==> src/dtfm_pkg.sv <==
// constants and register map of the dual four-mode timer
// assumes one 25 MHz clock and an axi4-lite master reaching word registers
// Notes on behaviour
// - both timers count only upward; each is sixteen bits overall.
// - each timer is a readable, writable high byte and low byte.
// - a running timer steps every one or every two clocks, per halve select.
// - mode register holds timer one mode in 5:4, timer zero in 1:0.
// - both timers behave alike in modes zero to two; only mode three differs.
// - mode 0: high byte counts behind a divide-by-32 prescaler in low bits.
// - mode 1: low byte carries into high byte as one 16-bit counter.
// - mode 2: low byte counts and reloads from high byte on overflow.
// - mode 3: timer zero low byte uses timer zero run and flag.
// - mode 3: timer zero high byte uses timer one run and flag.
// - timer one in mode 3 stops and holds its count.
// - each run bit: zero stops counting, one enables counting.
// - each timer has an overflow flag that hardware sets.
// - rollover from all ones to all zeros sets the overflow flag, except timer one's while timer zero is in mode 3.
// - auto-reload leaves the high byte unchanged.
// - timer one in mode 3 acts as if its run bit were clear.
package dtfm_pkg;
    // register indexes; byte address is four times the index
    localparam logic [7:0] DTFM_IDX_CFG = 8'h88;
    localparam logic [7:0] DTFM_IDX_MODE = 8'h89;
    localparam logic [7:0] DTFM_IDX_TL0 = 8'h8a;
    localparam logic [7:0] DTFM_IDX_TL1 = 8'h8b;
    localparam logic [7:0] DTFM_IDX_TH0 = 8'h8c;
    localparam logic [7:0] DTFM_IDX_TH1 = 8'h8d;
    localparam logic [7:0] DTFM_IDX_CKDIV = 8'h8e;
    // config register bits
    localparam int DTFM_CFG_TF1 = 7;
    localparam int DTFM_CFG_TR1 = 6;
    localparam int DTFM_CFG_TF0 = 5;
    localparam int DTFM_CFG_TR0 = 4;
    // mode register field positions
    localparam int DTFM_MODE_T1_LO = 4;
    localparam int DTFM_MODE_T0_LO = 0;
    // clock divide control bits
    localparam int DTFM_CKDIV_T1 = 4;
    localparam int DTFM_CKDIV_T0 = 3;
    // mode encodings
    localparam logic [1:0] DTFM_M_PRESC = 2'h0;
    localparam logic [1:0] DTFM_M_CASC = 2'h1;
    localparam logic [1:0] DTFM_M_RELOAD = 2'h2;
    localparam logic [1:0] DTFM_M_SPLIT = 2'h3;
    localparam logic [4:0] DTFM_PRESC_MAX = 5'h1f;
    localparam logic [7:0] DTFM_BYTE_MAX = 8'hff;
    localparam logic [7:0] DTFM_RST_BYTE = 8'h00;
    localparam logic [1:0] DTFM_RST_MODE = 2'h0;
    localparam logic [1:0] DTFM_RESP_OKAY = 2'h0;
    localparam logic [1:0] DTFM_RESP_SLVERR = 2'h2;
endpackage

==> src/dtfm_tick_gen.sv <==
// step enable for one counter: every clock, or every second clock
// assumes en and halve come from registers on the same clock
`timescale 1ns/1ps
module dtfm_tick_gen
    import dtfm_pkg::*;
(
    input wire logic aclk,
    input wire logic aresetn,
    input wire logic en,
    input wire logic halve,
    output logic tick
);
    logic phase_ff;
    logic nxt_phase;

    always_comb begin
        nxt_phase = en ? ~phase_ff : 1'b0;
        tick = en & (~halve | phase_ff);
    end

    always_ff @(posedge aclk) begin
        if (!aresetn) begin
            phase_ff <= 1'b0;
        end else begin
            phase_ff <= nxt_phase;
        end
    end
endmodule

==> src/dtfm_axil_slave.sv <==
// axi4-lite slave front end: one write and one read at a time
// assumes the register file decodes the index combinationally
`timescale 1ns/1ps
module dtfm_axil_slave
    import dtfm_pkg::*;
#(
    parameter int AW = 12
) (
    input wire logic aclk,
    input wire logic aresetn,
    input wire logic [AW-1:0] awaddr,
    input wire logic awvalid,
    output logic awready,
    input wire logic [31:0] wdata,
    input wire logic [3:0] wstrb,
    input wire logic wvalid,
    output logic wready,
    output logic [1:0] bresp,
    output logic bvalid,
    input wire logic bready,
    input wire logic [AW-1:0] araddr,
    input wire logic arvalid,
    output logic arready,
    output logic [31:0] rdata,
    output logic [1:0] rresp,
    output logic rvalid,
    input wire logic rready,
    output logic wr_en,
    output logic [7:0] wr_idx,
    output logic [7:0] wr_data,
    input wire logic wr_hit,
    output logic [7:0] rd_idx,
    input wire logic [7:0] rd_data,
    input wire logic rd_hit
);
    logic aw_vld_ff, w_vld_ff, strb_ff, bvalid_ff, rvalid_ff, awhi_ff;
    logic nxt_aw_vld, nxt_w_vld, nxt_strb, nxt_bvalid, nxt_rvalid, nxt_awhi;
    logic [7:0] idx_ff, data_ff, nxt_idx, nxt_data;
    logic [1:0] bresp_ff, rresp_ff, nxt_bresp, nxt_rresp;
    logic [31:0] rdata_ff, nxt_rdata;
    logic wr_fire, ar_ok;

    always_comb begin
        awready = ~aw_vld_ff & ~bvalid_ff;
        wready = ~w_vld_ff & ~bvalid_ff;
        arready = ~rvalid_ff;
        wr_idx = idx_ff;
        wr_data = data_ff;
        rd_idx = araddr[9:2];
        // upper address bits and byte offset must be zero to hit a register
        ar_ok = rd_hit && araddr[AW-1:10] == '0 && araddr[1:0] == 2'h0;
        wr_fire = aw_vld_ff & w_vld_ff & ~bvalid_ff;
        wr_en = wr_fire & strb_ff & wr_hit & ~awhi_ff;
        nxt_aw_vld = aw_vld_ff;
        nxt_w_vld = w_vld_ff;
        nxt_strb = strb_ff;
        nxt_awhi = awhi_ff;
        nxt_idx = idx_ff;
        nxt_data = data_ff;
        nxt_bvalid = bvalid_ff;
        nxt_bresp = bresp_ff;
        nxt_rvalid = rvalid_ff;
        nxt_rresp = rresp_ff;
        nxt_rdata = rdata_ff;
        if (awvalid && awready) begin
            nxt_aw_vld = 1'b1;
            nxt_idx = awaddr[9:2];
            nxt_awhi = awaddr[AW-1:10] != '0 || awaddr[1:0] != 2'h0;
        end
        if (wvalid && wready) begin
            nxt_w_vld = 1'b1;
            nxt_data = wdata[7:0];
            nxt_strb = wstrb[0];
        end
        if (bvalid_ff && bready) begin
            nxt_bvalid = 1'b0;
        end
        if (wr_fire) begin
            nxt_aw_vld = 1'b0;
            nxt_w_vld = 1'b0;
            nxt_bvalid = 1'b1;
            nxt_bresp = (wr_hit && !awhi_ff) ? DTFM_RESP_OKAY : DTFM_RESP_SLVERR;
        end
        if (rvalid_ff && rready) begin
            nxt_rvalid = 1'b0;
        end
        if (arvalid && arready) begin
            nxt_rvalid = 1'b1;
            nxt_rdata = ar_ok ? {24'h000000, rd_data} : 32'h00000000;
            nxt_rresp = ar_ok ? DTFM_RESP_OKAY : DTFM_RESP_SLVERR;
        end
        bvalid = bvalid_ff;
        bresp = bresp_ff;
        rvalid = rvalid_ff;
        rresp = rresp_ff;
        rdata = rdata_ff;
    end

    always_ff @(posedge aclk) begin
        if (!aresetn) begin
            aw_vld_ff <= 1'b0;
            w_vld_ff <= 1'b0;
            strb_ff <= 1'b0;
            awhi_ff <= 1'b0;
            idx_ff <= 8'h00;
            data_ff <= 8'h00;
            bvalid_ff <= 1'b0;
            bresp_ff <= DTFM_RESP_OKAY;
            rvalid_ff <= 1'b0;
            rresp_ff <= DTFM_RESP_OKAY;
            rdata_ff <= 32'h00000000;
        end else begin
            aw_vld_ff <= nxt_aw_vld;
            w_vld_ff <= nxt_w_vld;
            strb_ff <= nxt_strb;
            awhi_ff <= nxt_awhi;
            idx_ff <= nxt_idx;
            data_ff <= nxt_data;
            bvalid_ff <= nxt_bvalid;
            bresp_ff <= nxt_bresp;
            rvalid_ff <= nxt_rvalid;
            rresp_ff <= nxt_rresp;
            rdata_ff <= nxt_rdata;
        end
    end
endmodule

==> src/dtfm_timer.sv <==
// two up-counting timers with four modes behind an axi4-lite register file
// assumes a single clock; the clock halve selects live in this block
`timescale 1ns/1ps
module dtfm_timer
    import dtfm_pkg::*;
#(
    parameter int AW = 12
) (
    input wire logic aclk,
    input wire logic aresetn,
    input wire logic [AW-1:0] s_axi_awaddr,
    input wire logic s_axi_awvalid,
    output logic s_axi_awready,
    input wire logic [31:0] s_axi_wdata,
    input wire logic [3:0] s_axi_wstrb,
    input wire logic s_axi_wvalid,
    output logic s_axi_wready,
    output logic [1:0] s_axi_bresp,
    output logic s_axi_bvalid,
    input wire logic s_axi_bready,
    input wire logic [AW-1:0] s_axi_araddr,
    input wire logic s_axi_arvalid,
    output logic s_axi_arready,
    output logic [31:0] s_axi_rdata,
    output logic [1:0] s_axi_rresp,
    output logic s_axi_rvalid,
    input wire logic s_axi_rready,
    output logic timer_zero_overflow_flag,
    output logic timer_one_overflow_flag
);
    logic [7:0] tl_ff [2];
    logic [7:0] th_ff [2];
    logic [7:0] nxt_tl [2];
    logic [7:0] nxt_th [2];
    logic [1:0] m0_ff, m1_ff, nxt_m0, nxt_m1;
    logic tr0_ff, tr1_ff, tf0_ff, tf1_ff, t0h_ff, t1h_ff;
    logic nxt_tr0, nxt_tr1, nxt_tf0, nxt_tf1, nxt_t0h, nxt_t1h;
    logic wr_en, wr_hit, rd_hit;
    logic [7:0] wr_idx, wr_data, rd_idx, rd_data;
    logic [2:0] tick, tick_en, tick_halve;
    logic [16:0] r0, r1;
    logic ovf0, ovf1, ovfh;
    logic w_tl0, w_tl1, w_th0, w_th1, w_cfg, w_mode, w_ckdiv;

    dtfm_axil_slave #(.AW(AW)) u_bus (
        .aclk(aclk),
        .aresetn(aresetn),
        .awaddr(s_axi_awaddr),
        .awvalid(s_axi_awvalid),
        .awready(s_axi_awready),
        .wdata(s_axi_wdata),
        .wstrb(s_axi_wstrb),
        .wvalid(s_axi_wvalid),
        .wready(s_axi_wready),
        .bresp(s_axi_bresp),
        .bvalid(s_axi_bvalid),
        .bready(s_axi_bready),
        .araddr(s_axi_araddr),
        .arvalid(s_axi_arvalid),
        .arready(s_axi_arready),
        .rdata(s_axi_rdata),
        .rresp(s_axi_rresp),
        .rvalid(s_axi_rvalid),
        .rready(s_axi_rready),
        .wr_en(wr_en),
        .wr_idx(wr_idx),
        .wr_data(wr_data),
        .wr_hit(wr_hit),
        .rd_idx(rd_idx),
        .rd_data(rd_data),
        .rd_hit(rd_hit)
    );

    // step enables: timer zero, timer one, timer zero high byte in split mode
    always_comb begin
        tick_en[0] = tr0_ff;
        // timer one in mode 3 sees no run
        tick_en[1] = tr1_ff & (m1_ff != DTFM_M_SPLIT);
        // split high byte runs on timer one run
        tick_en[2] = tr1_ff & (m0_ff == DTFM_M_SPLIT);
        tick_halve = {t0h_ff, t1h_ff, t0h_ff};
    end

    genvar gi;
    generate
        for (gi = 0; gi < 3; gi++) begin : g_tick
            dtfm_tick_gen u_tick (
                .aclk(aclk),
                .aresetn(aresetn),
                .en(tick_en[gi]),
                .halve(tick_halve[gi]),
                .tick(tick[gi])
            );
        end
    endgenerate

    // one step of a counter in modes 0 to 2; split low byte takes the default
    // result is {overflow, high byte, low byte}
    function automatic logic [16:0] step(input logic [1:0] m, input logic [7:0] tl, input logic [7:0] th);
        logic [16:0] r;
        r = {1'b0, th, tl};
        case (m)
            // prescaler in low five bits; bits 7:5 just hold
            DTFM_M_PRESC: begin
                if (tl[4:0] == DTFM_PRESC_MAX) begin
                    r[4:0] = 5'h00;
                    r[15:8] = th + 8'h01;
                    r[16] = th == DTFM_BYTE_MAX;
                end else begin
                    r[4:0] = tl[4:0] + 5'h01;
                end
            end
            // low byte carries into high byte
            DTFM_M_CASC: begin
                r = {1'b0, th, tl} + 17'h00001;
            end
            // reload from high byte, high byte kept
            DTFM_M_RELOAD: begin
                if (tl == DTFM_BYTE_MAX) begin
                    r[7:0] = th;
                    r[16] = 1'b1;
                end else begin
                    r[7:0] = tl + 8'h01;
                end
            end
            default: begin
                r[7:0] = tl + 8'h01;
                r[16] = tl == DTFM_BYTE_MAX;
            end
        endcase
        return r;
    endfunction

    // register decode
    always_comb begin
        w_cfg = wr_en && wr_idx == DTFM_IDX_CFG;
        w_mode = wr_en && wr_idx == DTFM_IDX_MODE;
        w_tl0 = wr_en && wr_idx == DTFM_IDX_TL0;
        w_tl1 = wr_en && wr_idx == DTFM_IDX_TL1;
        w_th0 = wr_en && wr_idx == DTFM_IDX_TH0;
        w_th1 = wr_en && wr_idx == DTFM_IDX_TH1;
        w_ckdiv = wr_en && wr_idx == DTFM_IDX_CKDIV;
        wr_hit = wr_idx >= DTFM_IDX_CFG && wr_idx <= DTFM_IDX_CKDIV;
        rd_hit = rd_idx >= DTFM_IDX_CFG && rd_idx <= DTFM_IDX_CKDIV;
        // byte registers readable; reserved bits read zero
        case (rd_idx)
            DTFM_IDX_CFG: rd_data = {tf1_ff, tr1_ff, tf0_ff, tr0_ff, 4'h0};
            DTFM_IDX_MODE: rd_data = {2'h0, m1_ff, 2'h0, m0_ff};
            DTFM_IDX_TL0: rd_data = tl_ff[0];
            DTFM_IDX_TL1: rd_data = tl_ff[1];
            DTFM_IDX_TH0: rd_data = th_ff[0];
            DTFM_IDX_TH1: rd_data = th_ff[1];
            DTFM_IDX_CKDIV: rd_data = {3'h0, t1h_ff, t0h_ff, 3'h0};
            default: rd_data = 8'h00;
        endcase
    end

    // counters, flags and control
    always_comb begin
        nxt_tl = tl_ff;
        nxt_th = th_ff;
        // both timers share one step function
        r0 = step(m0_ff, tl_ff[0], th_ff[0]);
        r1 = step(m1_ff, tl_ff[1], th_ff[1]);
        // low byte of timer zero on its own run and flag
        ovf0 = tick[0] & r0[16] & ~w_tl0 & ~w_th0;
        // overflow of timer one is lost while timer zero owns its flag
        ovf1 = tick[1] & r1[16] & ~w_tl1 & ~w_th1 & (m0_ff != DTFM_M_SPLIT);
        ovfh = tick[2] & (th_ff[0] == DTFM_BYTE_MAX) & ~w_th0;
        if (tick[0]) begin
            nxt_tl[0] = r0[7:0];
            nxt_th[0] = r0[15:8];
        end
        if (tick[2]) begin
            nxt_th[0] = th_ff[0] + 8'h01;
        end
        if (tick[1]) begin
            nxt_tl[1] = r1[7:0];
            nxt_th[1] = r1[15:8];
        end
        // software write beats the hardware step
        if (w_tl0) begin
            nxt_tl[0] = wr_data;
        end
        if (w_th0) begin
            nxt_th[0] = wr_data;
        end
        if (w_tl1) begin
            nxt_tl[1] = wr_data;
        end
        if (w_th1) begin
            nxt_th[1] = wr_data;
        end
        nxt_tr0 = w_cfg ? wr_data[DTFM_CFG_TR0] : tr0_ff;
        nxt_tr1 = w_cfg ? wr_data[DTFM_CFG_TR1] : tr1_ff;
        // hardware set wins over a software clear
        nxt_tf0 = ovf0 | (w_cfg ? wr_data[DTFM_CFG_TF0] : tf0_ff);
        nxt_tf1 = ovf1 | ovfh | (w_cfg ? wr_data[DTFM_CFG_TF1] : tf1_ff);
        nxt_m0 = w_mode ? wr_data[DTFM_MODE_T0_LO +: 2] : m0_ff;
        nxt_m1 = w_mode ? wr_data[DTFM_MODE_T1_LO +: 2] : m1_ff;
        nxt_t0h = w_ckdiv ? wr_data[DTFM_CKDIV_T0] : t0h_ff;
        nxt_t1h = w_ckdiv ? wr_data[DTFM_CKDIV_T1] : t1h_ff;
        timer_zero_overflow_flag = tf0_ff;
        timer_one_overflow_flag = tf1_ff;
    end

    always_ff @(posedge aclk) begin
        // everything clears, timers stopped in mode 0
        if (!aresetn) begin
            tl_ff <= '{DTFM_RST_BYTE, DTFM_RST_BYTE};
            th_ff <= '{DTFM_RST_BYTE, DTFM_RST_BYTE};
            m0_ff <= DTFM_RST_MODE;
            m1_ff <= DTFM_RST_MODE;
            tr0_ff <= 1'b0;
            tr1_ff <= 1'b0;
            tf0_ff <= 1'b0;
            tf1_ff <= 1'b0;
            t0h_ff <= 1'b0;
            t1h_ff <= 1'b0;
        end else begin
            tl_ff <= nxt_tl;
            th_ff <= nxt_th;
            m0_ff <= nxt_m0;
            m1_ff <= nxt_m1;
            tr0_ff <= nxt_tr0;
            tr1_ff <= nxt_tr1;
            tf0_ff <= nxt_tf0;
            tf1_ff <= nxt_tf1;
            t0h_ff <= nxt_t0h;
            t1h_ff <= nxt_t1h;
        end
    end
endmodule

==> config.mk <==
export PLATFORM = sky130hd
export DESIGN_NAME = dtfm_timer
export DESIGN_NICKNAME = d
export VERILOG_FILES = /design/src/dtfm_pkg.sv /design/src/dtfm_tick_gen.sv /design/src/dtfm_axil_slave.sv /design/src/dtfm_timer.sv
export SDC_FILE = /design/constraint.sdc
export NUM_CORES = 1
export LEC_CHECK = 0
export ABC_CLOCK_PERIOD_IN_PS = 2340
export BUFFER_PORTS_ARGS = -buffer_cell sky130_fd_sc_hd__clkbuf_2
export CAP_MARGIN = 20
export CORE_MARGIN = 4
export CORE_UTILIZATION = 45
export DETAILED_ROUTE_END_ITERATION = 16
export PLACE_DENSITY = 0.78
export SYNTH_ARGS = -nofsm -noshare
export SYNTH_HDL_FRONTEND = slang
export SYNTH_SLANG_ARGS = --single-unit
==> constraint.sdc <==
create_clock -name aclk -period 2.34 [get_ports aclk]
set_input_delay 0.234 -clock aclk [delete_from_list [all_inputs] [get_ports aclk]]
set_output_delay 0.234 -clock aclk [all_outputs]
set_load 0.005 [all_outputs]
Yosys cells after proc, flatten, opt, wreduce, memory -nomap -nowiden
Cells that the tools add are included.
{"block": "op_classes", "add_sub_neg": 8, "order_cmp": 4, "eq_ne": 31, "muxes": 35, "bitwise": 42, "n_reduce_logical": 41}
{"cell": "$eq 8x8->1 const B", "n": 18}
{"cell": "$mux 8", "n": 12}
{"cell": "$pmux 8 s7", "n": 1}
{"cell": "$add 16x1->17 const B", "n": 2}
{"cell": "$add 8x1->8 const B", "n": 4}
{"cell": "$pmux 8 s2", "n": 2}
{"cell": "$pmux 5 s3", "n": 2}
{"cell": "$and 1x1->1", "n": 21}
{"cell": "$mux 9", "n": 2}
{"cell": "$pmux 3 s3", "n": 2}
{"cell": "$logic_and 1x1->1", "n": 17}
{"cell": "$ge 8x8->1 const B", "n": 2}
{"cell": "$le 8x8->1 const B", "n": 2}
{"cell": "$not 1->1", "n": 15}
{"cell": "$reduce_bool 2->1", "n": 7}
{"cell": "$add 5x1->5 const B", "n": 2}
{"cell": "$eq 5x5->1 const B", "n": 2}
{"cell": "$mux 5", "n": 2}
{"cell": "$reduce_and 2->1", "n": 5}
{"cell": "$logic_not 2->1", "n": 4}
{"cell": "$mux 1", "n": 8}
{"cell": "$ne 2x2->1 const B", "n": 4}
{"cell": "$eq 2x2->1 const B", "n": 3}
{"cell": "$or 1x1->1", "n": 6}
{"cell": "other kinds (11)", "n": 16}
{"block": "totals", "ff_bits": 103, "inputBits": 67, "elab_cells": 189}

Depth between registers and ports, before layout
Gate-level depths: netlist of run 1.
{"block": "logic_depth", "depth_word": 12, "ltp_mapped": 9, "depth_no_buf": 9}

Modules after synthesis
A second synthesis of run 1 with hierarchy kept.
{"block": "unflattened", "cells_unflattened": 649, "area_unflattened_um2": 5243.8}
{"mod": "dtfm_timer", "instances": 1, "cells_each": 493, "area_each_um2": 3627.2, "seq_area_each_um2": 840.8}
{"mod": "dtfm_axil_slave", "instances": 1, "cells_each": 144, "area_each_um2": 1492.7, "seq_area_each_um2": 640.6}
{"mod": "dtfm_tick_gen", "instances": 3, "cells_each": 4, "area_each_um2": 41.3, "seq_area_each_um2": 20.0}

Worst setup path after synthesis of run 1
No wires, ideal clock.
{"block": "synth_path", "path_type": "flip-flop to flip-flop", "startpoint": "register tl_ff[8] (netlist bit)", "endpoint": "register th_ff[8] (netlist bit)", "t_arrival_ns": 2.109, "slack_ns": 0.139, "stages_incl_launch_ff": 10, "path_cell_list": "dfxtp_1 -> ha_1 -> nand3_1 -> inv_1 -> ha_1 -> a21oi_1 -> or3_1 -> a21oi_2 -> a21oi_1 -> o32ai_1"}
{"block": "synth_between", "elab_chain_len": 5}
{"item": "start: declaration", "line": "dtfm_timer.sv:31", "source": "logic [7:0] tl_ff [2];"}
{"item": "start signal: assignment", "line": "dtfm_timer.sv:210", "source": "tl_ff <= '{DTFM_RST_BYTE, DTFM_RST_BYTE};"}
{"item": "start signal: assignment", "line": "dtfm_timer.sv:221", "source": "tl_ff <= nxt_tl;"}
{"item": "$add 16x1->17", "line": "dtfm_timer.sv:115", "source": "r = {1'b0, th, tl} + 17'h00001;"}
{"item": "$pmux 8 s2", "line": "dtfm_timer.sv:102", "source": "case (m)"}
{"item": "$mux 8", "line": "dtfm_timer.sv:170", "source": "if (tick[0]) begin"}
{"item": "$mux 8", "line": "dtfm_timer.sv:174", "source": "if (tick[2]) begin"}
{"item": "$mux 8", "line": "dtfm_timer.sv:185", "source": "if (w_th0) begin"}
{"item": "end signal: assignment", "line": "dtfm_timer.sv:211", "source": "th_ff <= '{DTFM_RST_BYTE, DTFM_RST_BYTE};"}
{"item": "end signal: assignment", "line": "dtfm_timer.sv:222", "source": "th_ff <= nxt_th;"}
{"item": "end: declaration", "line": "dtfm_timer.sv:32", "source": "logic [7:0] th_ff [2];"}
Parallel ways exist; a longest one is shown, timed or not. The select of a mux whose other input is x is not followed.
A chain may end at the register's enable or synchronous reset.

Final worst setup path of run 1
Ends and elaborated chain as after synthesis.

==> results.ini, run 1 <==
[pwr]
power_leakage_nw=2.217
power.share.switching_pct=23.84
comb_power_share_pct=6.3
ir_drop_mv=0.5114
p_int_mw=2.390
p_switching_uw=748.3
power_mw=3.139
p_per_area_mw_per_mm2=536.1
p_seq_share_pct=44.2
power_frac_clock_pct=49.5

[synthesis]
synth_top_cell_area_share_pct=29.83
synth_flop_cell=dfxtp_1
synth.largest_area_cell=dfxtp_1
synth.most_common_cell=dfxtp_1
synthTopCellsByCount=77 x dfxtp_1, 61 x nand2_1, 46 x nor2_1
synth_top_cells_by_area=dfxtp_1 30%, mux2i_1 4.5%, nand2_1 4.4%
async_flop_share_pct=0
synth_seq_cells=77
synth.yosys.seq_area_share_pct=29.83
synth_cells=650
syn_avg_cell_area_um2=7.950
synth-edff-count=0
synth.distinct_cells=70
yosysWarnings=0
netlist_area_mm2=0.005167

[sta]
period_needed_ns=2.224
whs_ns=0.08181
post-route-period-util_pct=95.06
max_slew_margin_pct=62.10
hold_violations=0
skew_ns=0.006661
setup-tns-final_ns=0
max_freq_mhz=449.6
fin_ws_ns=0.1157
finalSetupViolations=0
rsz0062_at_grt=false
tightest_slew_ns=0.5678
slew_viol_final=0

[die]
num_rows=38
pin_count=110
core_area_mm2=0.01103
initial_core_util_pct=46.85
die_h_um=115.2
die_area_mm2=0.01326
die_x_um=115.2

[final_layout]
syn_to_final_growth_pct=13.29
antenna_cells=0
drive_gt1_share_pct=15.95
multi_input_area_mm2=0.003266
ff_latch_area_mm2=0.001541
fin_area_mm2=0.005854
finalNetCount=780
fillers=1026

[routing]
num_vias=5236
post_drt_via_cell_ratio=6.219
drt_pass1_iterations=5
wire_per_inst_um=18.72
routed_wl_um=15770
drt-initial-drc-count=533
post-route-drc-count=0
postRouteAntennaNets=0

[global_route]
antenna_found_initial=0
grt_pass1_vias=4797
grt_max_degree=41
globalRouteTotalUtil_pct=23.60
grt_pass1_wl_um=24850
grt_overflow=0

[cts]
cts_buffers=9
cts_tree=yes
clockRootBuffer=clkbuf_16
path_clk_slew_ns=0.06
htree_num_levels=3
clock_path_buffers=2
cts_setup_buffers=0
clk_latency_ns=0.34
cts_hold_buf=0
clock_sinks=77

[critical_path]
worst-setup-path-type=reg -> reg
path_buf_inv=1
crit_start=tl_ff[8]$_SDFFE_PN0P_
r2r_cells=9
r2r-start=tl_ff[8]$_SDFFE_PN0P_
critPathMaxFanout=6
path_delay_family=compound AO/OA/AOI/OAI gates
crit_chain=ha_1 -> nand3_1 -> inv_1 -> ha_1 -> a21oi_1 -> or3_1 -> a21oi_4 -> a21oi_1 -> o32ai_1
cp-end-kind=flop
worstPathArrival_ns=2.48
cp.required_ns=2.59
startpoint_type=flop
crit_path_top_delay_cell=or3_1
critPathMaxStageDelay_ns=0.39
path_depth=9

[status]
status=finished, final reports clean

[placement]
dp_slack_ns=0.1392
place_hpwl_um=11730
dpl_cell_area_mm2=0.005512
port_buffers=56
gp_congestion=0.9427

[hold_path]
whs_path_depth=2
hold_class=in -> reg
hold_start=s_axi_rready

[job]
max_cap_viol_count=0

==> state kept, by name, summed over array words and instances (netlist names), 2 cells and up <==
register                cells
g_tick.u_tick.phase_ff      3
m0_ff                       2
m1_ff                       2
th_ff                      16
tl_ff                      16
u_bus.rdata                 8
u_bus.wr_data               8
u_bus.wr_idx                8
==> repair_timing <==
| item | CTS | global route |
|---|---|---|
| endpoints found under the setup margin | 0 | 5 |
| gates resized for setup | 0 | 3 |
| hold endpoints to repair | 0 | 0 |
==> metal layers <==
metal,routed length [µm],global-route usage (%),share of wire [%]
met1,6764,32.98,43
met2,6936,35.88,44
met3,1627,5.158,10
met4,435,8.372,2.8
met5,0,0,0
==> per-stage QoR <==
step,cells,utilization (%)
2_1_floorplan,675,-
3_3_place_gp,826,49.97
3_5_place_dp,826,49.97
4_1_cts,842,52.98
5_1_grt,842,53.07
6_report,842,53.07
==> kinds of logic after synthesis <==
logic type                 share of synthesized area, %
AOI/OAI and AO/OA                                 25.64
other                                           0.07257
adders and majority gates                         3.874
xor gates and xnor gates                          2.034
buffers and inverters                             8.983
DFF                                               29.83
and+or+nand+nor                                   24.46
muxes                                             5.109
==> power groups by stage <==
stage	Combinational, mW	Clock, mW	Sequential (mW)
finish	0.197	1.55	1.39
global route	0.221	1.63	1.39
CTS	0.196	1.58	1.39
detailed placement	0.195	0	1.42
global placement	0.187	0	1.41
floorplan	0.161	0	1.39
==> area by class of cell <==
| class | count | share of cell area (%) |
|---|---|---|
| clock buffer | 10 | 4.082 |
| clock inverter | 6 | 1.603 |
| inverter | 21 | 1.346 |
| multi-input combinational | 508 | 55.78 |
| sequential | 77 | 26.33 |
| tap | 140 | 2.992 |
| timing repair buffer | 80 | 7.865 |
==> path summary, 6_finish.rpt <==
kind / endpoint / slack [ns]
max: th_ff[8]$_SDFFE_PN0P_ / 0.12
min: u_bus.rvalid$_SDFFE_PN0P_ / 0.08
min reg2reg: g_tick[0].u_tick.phase_ff$_SDFF_PN0_ / 0.43
max reg2reg: th_ff[8]$_SDFFE_PN0P_ / 0.12
==> layout by cell type, fill, tap and decap left out, drive strengths merged, types with 3 or more instances in the layout <==
master   count
o31ai        4
nor4         7
o22ai       15
nand2       61
clkbuf      66
mux2i       23
and2         6
ha          16
inv         22
a22oi        6
a32oi        4
nand4       22
nor2        47
a22o         7
conb        26
o22a         3
a21boi       3
and3        12
nand3       27
a21oi       38
nand2b      12
a221oi       7
a2111oi      5
a211oi      15
buf         24
nor2b       12
o21ai       28
xor2         4
mux2         3
o32ai        3
dfxtp       77
nand3b       5
a41oi        3
o211ai      19
and4         4
xnor2        8
nor3        12
a31oi       13
(Power assumes the default switching activity.)
==> inputs of run 2 (changes only) <==
Settings changed: CORE_UTILIZATION 45 to 50, PLACE_DENSITY 0.78 to 0.81.
==> results.ini, run 2 (synthesis gave the netlist of run 1 again) <==
[die]
num_rows=36  ; was 38
die_x_um=109.7  ; was 115.2 µm
core_area_mm2=0.009910  ; was 0.01103 mm²
die_area_mm2=0.01203  ; was 0.01326 mm²
die_h_um=109.7  ; was 115.2 µm
initial_core_util_pct=52.15  ; was 46.85%
pin_count=110  ; unchanged

[sta]
finalSetupViolations=0  ; unchanged
post-route-period-util_pct=92.98  ; was 95.06%
hold_violations=0  ; unchanged
period_needed_ns=2.176  ; was 2.224 ns
whs_ns=0.04439  ; was 0.08181 ns
rsz0062_at_grt=false  ; unchanged
slew_viol_final=0  ; unchanged
tightest_slew_ns=0.5863  ; was 0.5678 ns
max_slew_margin_pct=60.50  ; was 62.10%
skew_ns=0.01510  ; was 0.006661 ns
setup-tns-final_ns=0  ; unchanged
max_freq_mhz=459.6  ; was 449.6 MHz

[final_layout]
top_regs=th_ff: 16 flops, tl_ff: 16 flops  ; unchanged
ff_latch_area_mm2=0.001543  ; was 0.001541 mm²
antenna_cells=0  ; unchanged
finalNetCount=775  ; was 780
drive_gt1_share_pct=15.93  ; was 15.95%
multi_input_area_mm2=0.003271  ; was 0.003266 mm²
final_common_cell=dfxtp_1  ; unchanged
fin_area_mm2=0.005685  ; was 0.005854 mm²
layout_common_cells=76 x dfxtp_1, 61 x nand2_1, 56 x clkbuf_2  ; was 77 x dfxtp_1, 61 x nand2_1, 56 x clkbuf_2
syn_to_final_growth_pct=10.02  ; was 13.29%
fillers=929  ; was 1,026

[cts]
cts_tree=yes  ; unchanged
htree_num_levels=3  ; unchanged
clockRootBuffer=clkbuf_8  ; was clkbuf_16
cts_buffers=9  ; unchanged
path_clk_slew_ns=0.09  ; was 0.06 ns
clk_latency_ns=0.38  ; was 0.34 ns
cts_setup_buffers=0  ; unchanged
clock_path_buffers=2  ; unchanged
clock_sinks=77  ; unchanged
cts_hold_buf=0  ; unchanged

[critical_path]
cp-end-kind=flop  ; unchanged
path_delay_family=compound AO/OA/AOI/OAI gates  ; unchanged
critPathMaxStageDelay_ns=0.46  ; was 0.39 ns
worstPathArrival_ns=2.46  ; was 2.48 ns
cp.required_ns=2.62  ; was 2.59 ns
critPathMaxFanout=13  ; was 6
worst-setup-path-type=reg -> reg  ; unchanged
startpoint_type=flop  ; unchanged
crit_chain=inv_1 -> ha_1 -> a21oi_1 -> or3_1 -> a21oi_2 -> a21oi_1 -> o32ai_1  ; was ha_1 -> nand3_1 -> inv_1 -> ha_1 -> a21oi_1 -> or3_1 -> a21oi_4 -> a21oi_1 -> o32ai_1
path_buf_inv=1  ; unchanged
worst_path_most_repeated_cell=a21oi_1
crit_path_top_delay_cell=ha_1  ; was or3_1

[job]
max_cap_viol_count=0  ; unchanged

[status]
status=finished, final reports clean  ; unchanged

[routing]
routed_wl_um=15260  ; was 15,770 µm
drt-initial-drc-count=676  ; was 533
num_vias=5317  ; was 5,236
drt_pass1_iterations=6  ; was 5
post-route-drc-count=0  ; unchanged
postRouteAntennaNets=0  ; unchanged
wire_per_inst_um=18.39  ; was 18.72 µm
post_drt_via_cell_ratio=6.406  ; was 6.219

[global_route]
grt_pass1_vias=4794  ; was 4,797
globalRouteTotalUtil_pct=25.71  ; was 23.60%
antenna_found_initial=0  ; unchanged
grt_max_degree=45  ; was 41
grt_overflow=0  ; unchanged
grt_pass1_wl_um=24280  ; was 24,850 µm

[placement]
place_hpwl_um=11190  ; was 11,730 µm
gp_congestion=1.028  ; was 0.9427
port_buffers=56  ; unchanged
dpl_cell_area_mm2=0.005465  ; was 0.005512 mm²

[hold_path]
hold_class=in -> reg  ; unchanged

[pwr]
power_leakage_nw=2.129  ; was 2.217 nW
ir_drop_mv=0.3385  ; was 0.5114 mV
p_per_area_mw_per_mm2=467.8  ; was 536.1 mW/mm²

==> run 2: report_power, final <==
| part | internal [mW] | switching [mW] |
|---|---|---|
| Sequential | 1.34 | 0.0483 |
| Clock | 0.506 | 0.572 |
| Combinational | 0.0768 | 0.119 |
| Total | 1.92 | 0.739 |
==> run 2: final timing paths <==
check	cells after the start	end	from	slack [ns]
max	7	th_ff[8]$_SDFFE_PN0P_	m0_ff[1]$_SDFFE_PN0P_	0.16
min	2	u_bus.rvalid$_SDFFE_PN0P_	s_axi_rready	0.04
max reg2reg	7	th_ff[8]$_SDFFE_PN0P_	m0_ff[1]$_SDFFE_PN0P_	0.16
min reg2reg	1	g_tick[1].u_tick.phase_ff$_SDFF_PN0_	g_tick[1].u_tick.phase_ff$_SDFF_PN0_	0.41
==> run 2: final cells by class <==
type	instances	area share, %
multi-input combinational	508	57.53
sequential	77	27.13
timing repair buffer	75	7.438
clock buffer	9	2.179
inverter	21	1.386
tap	133	2.927
clock inverter	7	1.408
==> run 2: routing by layer <==
metal  up-vias  share of wire (%)  routed length [µm]  track usage (%)
met5         -                  0                   0                0
met4         0                4.0                 606            10.69
met3        58                 11                1740            5.461
met2       346                 43                6539            40.93
met1      2456                 42                6374            33.78
li1       2457                  -                   -                -
==> run 2: timing repair <==
item	4_1_cts	5_1_grt
endpoints found under the hold margin	0	0
setup endpoints to repair	0	5
gates resized for setup	0	5
==> run 2: through the flow <==
step / instances / setup WS (ns) / util (%) / power [mW]
2_1_floorplan: 675 / 0.1386 / - / 1.555
3_3_place_gp: 814 / 0.2032 / 55.15 / 1.599
3_5_place_dp: 814 / 0.08039 / 55.15 / 1.608
4_1_cts: 830 / 0.05615 / 57.21 / 2.661
5_1_grt: 830 / 0.01444 / 57.37 / 2.748
6_report: 830 / 0.1643 / 57.37 / 2.659
==> inputs of run 3 (changes only) <==
--- a/config.mk
+++ b/config.mk
@@ -10,7 +10,9 @@
 export CAP_MARGIN = 20
 export CORE_MARGIN = 4
-export CORE_UTILIZATION = 50
+export CORE_UTILIZATION = 52
+export CTS_BUF_LIST = sky130_fd_sc_hd__clkbuf_4 sky130_fd_sc_hd__clkbuf_8
 export DETAILED_ROUTE_END_ITERATION = 16
-export PLACE_DENSITY = 0.81
+export PLACE_DENSITY = 0.84
+export RECOVER_POWER = 100
 export SYNTH_ARGS = -nofsm -noshare
 export SYNTH_HDL_FRONTEND = slang
==> constraint.sdc (replaced) <==
create_clock -name aclk -period 2.34 [get_ports aclk]
set_input_delay 0.468 -clock aclk [delete_from_list [all_inputs] [get_ports aclk]]
set_output_delay 0.468 -clock aclk [all_outputs]
set_load 0.005 [all_outputs]
==> results.ini, run 3 (synthesis gave the netlist of run 1 again) <==
[routing]
drt-initial-drc-count=391  ; was 676
routed_wl_um=15320  ; was 15,260 µm
postRouteAntennaNets=0  ; unchanged
drt_pass1_iterations=5  ; was 6
num_vias=5325  ; was 5,317
wire_per_inst_um=18.32  ; was 18.39 µm
post-route-drc-count=0  ; unchanged
post_drt_via_cell_ratio=6.370  ; was 6.406

[final_layout]
antenna_cells=0  ; unchanged
finalNetCount=781  ; was 775
final_common_cell=dfxtp_1  ; unchanged
top_regs=th_ff: 16 flops, tl_ff: 16 flops  ; unchanged
drive_gt1_share_pct=14.51  ; was 15.93%
syn_to_final_growth_pct=9.830  ; was 10.02%
ff_latch_area_mm2=0.001541  ; was 0.001543 mm²
fin_area_mm2=0.005675  ; was 0.005685 mm²
multi_input_area_mm2=0.003264  ; was 0.003271 mm²
layout_common_cells=77 x dfxtp_1, 61 x nand2_1, 50 x clkbuf_2  ; was 76 x dfxtp_1, 61 x nand2_1, 56 x clkbuf_2
fillers=906  ; was 929

[critical_path]
crit_path_top_delay_cell=dfxtp_1  ; was ha_1
worst-setup-path-type=reg -> reg  ; unchanged
startpoint_type=flop  ; unchanged
critPathMaxFanout=6  ; was 13
worstPathArrival_ns=2.49  ; was 2.46 ns
rrSetupSlack_ns=0.13  ; was 0.16 ns
path_delay_family=compound AO/OA/AOI/OAI gates  ; unchanged
critPathMaxStageDelay_ns=0.44  ; was 0.46 ns
cp.required_ns=2.63  ; was 2.62 ns
path_buf_inv=0  ; was 1
r2r-start=tl_ff[0]$_SDFFE_PN0P_  ; was m0_ff[1]$_SDFFE_PN0P_
cp-end-kind=flop  ; unchanged
r2r_cells=8  ; was 7
crit_chain=ha_2 -> and3_1 -> ha_1 -> mux2_2 -> nand3_1 -> a2111oi_4 -> xnor2_1 -> a211oi_2  ; was inv_1 -> ha_1 -> a21oi_1 -> or3_1 -> a21oi_2 -> a21oi_1 -> o32ai_1
reg2reg_to=th_ff[5]$_SDFFE_PN0P_  ; was th_ff[8]$_SDFFE_PN0P_

[pwr]
p_int_mw=1.826  ; was 1.921 mW
power_leakage_nw=2.123  ; was 2.129 nW
comb_power_share_pct=7.5  ; was 7.3%
p_seq_share_pct=54.0  ; was 52.1%
p_switching_uw=740.4  ; was 738.5 µW
power.share.switching_pct=28.85  ; was 27.77%
power_frac_clock_pct=38.5  ; was 40.5%
ir_drop_mv=0.3286  ; was 0.3385 mV
p_per_area_mw_per_mm2=452.2  ; was 467.8 mW/mm²

[sta]
hold_violations=0  ; unchanged
skew_ns=0.01203  ; was 0.01510 ns
fin_ws_ns=0.1347  ; was 0.1643 ns
period_needed_ns=2.205  ; was 2.176 ns
setup-tns-final_ns=0  ; unchanged
post-route-period-util_pct=94.24  ; was 92.98%
rsz0062_at_grt=false  ; unchanged
max_freq_mhz=453.4  ; was 459.6 MHz
slew_viol_final=0  ; unchanged
tightest_slew_ns=1.061  ; was 0.5863 ns
max_slew_margin_pct=29.25  ; was 60.50%
finalSetupViolations=0  ; unchanged

[cts]
clock_sinks=77  ; unchanged
cts_setup_buffers=0  ; unchanged
cts_tree=yes  ; unchanged
clockRootBuffer=clkbuf_8  ; unchanged
cts_buffers=9  ; unchanged
clk_latency_ns=0.37  ; was 0.38 ns
clock_path_buffers=2  ; unchanged
htree_num_levels=3  ; unchanged
path_clk_slew_ns=0.09  ; about the same

[die]
die_h_um=107.7  ; was 109.7 µm
die_x_um=107.7  ; was 109.7 µm
num_rows=36  ; unchanged
pin_count=110  ; unchanged
die_area_mm2=0.01160  ; was 0.01203 mm²
core_area_mm2=0.009729  ; was 0.009910 mm²
initial_core_util_pct=53.11  ; was 52.15%

[status]
status=finished, final reports clean  ; unchanged

[placement]
place_hpwl_um=11520  ; was 11,190 µm
dpl_cell_area_mm2=0.005510  ; was 0.005465 mm²
port_buffers=56  ; unchanged
dp_slack_ns=0.08554  ; was 0.08039 ns
gp_congestion=0.9660  ; was 1.028

[global_route]
globalRouteTotalUtil_pct=26.14  ; was 25.71%
grt_overflow=0  ; unchanged
grt_max_degree=43  ; was 45
antenna_found_initial=0  ; unchanged
grt_pass1_wl_um=24050  ; was 24,280 µm
grt_pass1_vias=4911  ; was 4,794

[hold_path]
hold_class=in -> reg  ; unchanged
whs_path_depth=2  ; unchanged
min_to=u_bus.rvalid$_SDFFE_PN0P_  ; unchanged
hold_start=s_axi_rready  ; unchanged

[job]
max_cap_viol_count=0  ; unchanged

==> run 3: cell count changes in the layout (fill, tap and decap cells not counted), moves of 2 or more <==
cell	before	now
clkbuf_1	0	12
clkbuf_2	56	50
clkinvlp_4	2	0
inv_8	0	2
==> run 3: worst register-to-register path, cell delays in order, from the launching register on <==
cell and delay (ns):
dfxtp_1 0.44, ha_2 0.26, and3_1 0.19, ha_1 0.17, mux2_2 0.16, nand3_1 0.23, a2111oi_4 0.34, xnor2_1 0.11
a211oi_2 0.21
==> run 3: stage by stage <==
step	power [mW]	std cells	utilization (%)	hold slack (ns)
floorplan	1.555	675	-	0.3882
global placement	1.597	820	56.64	0.3960
detailed placement	1.608	820	56.64	0.4068
CTS	2.569	836	58.55	0.2912
global route	2.667	836	58.33	0.2901
finish	2.567	836	58.33	0.2844
==> run 3: worst max-delay path by stage <==
stage / from / to / depth (start not counted)
final: tl_ff[0]$_SDFFE_PN0P_ / th_ff[5]$_SDFFE_PN0P_ / 8
after global routing: tl_ff[0]$_SDFFE_PN0P_ / th_ff[5]$_SDFFE_PN0P_ / 8
after CTS: tl_ff[8]$_SDFFE_PN0P_ / th_ff[8]$_SDFFE_PN0P_ / 9
after detailed placement: tl_ff[8]$_SDFFE_PN0P_ / th_ff[8]$_SDFFE_PN0P_ / 9
after global placement: tl_ff[8]$_SDFFE_PN0P_ / th_ff[8]$_SDFFE_PN0P_ / 9
after floorplan: tl_ff[8]$_SDFFE_PN0P_ / th_ff[8]$_SDFFE_PN0P_ / 9
==> run 3: layer usage <==
| layer | vias to the layer above | track usage (%) | part of all wire [%] |
|---|---|---|---|
| met5 | - | 0 | 0 |
| met4 | 0 | 7.935 | 2.8 |
| met3 | 51 | 4.859 | 9.4 |
| met2 | 300 | 43.69 | 46 |
| met1 | 2502 | 34.16 | 42 |
| li1 | 2472 | - | - |
==> run 3: power groups by stage <==
stage,logic [mW],registers [mW],clock network (mW)
2_1_floorplan,0.161,1.39,0
3_3_place_gp,0.185,1.41,0
4_1_cts,0.194,1.38,0.991
6_report,0.193,1.39,0.988
3_5_place_dp,0.193,1.42,0
5_1_grt,0.216,1.39,1.06
==> run 3: area by class of cell <==
type	instances	share of cell area [%]
Clock buffer	9	2.183
Inverter	21	1.389
Tap cell	133	2.932
Timing Repair Buffer	81	7.716
Multi-Input combinational cell	508	57.52
Sequential cell	77	27.16
Clock inverter	7	1.102
==> run 3: timing repair <==
action                     in CTS  in global routing
resized for setup               0                  4
setup endpoints to repair       0                  8
hold buffers                    0                  0
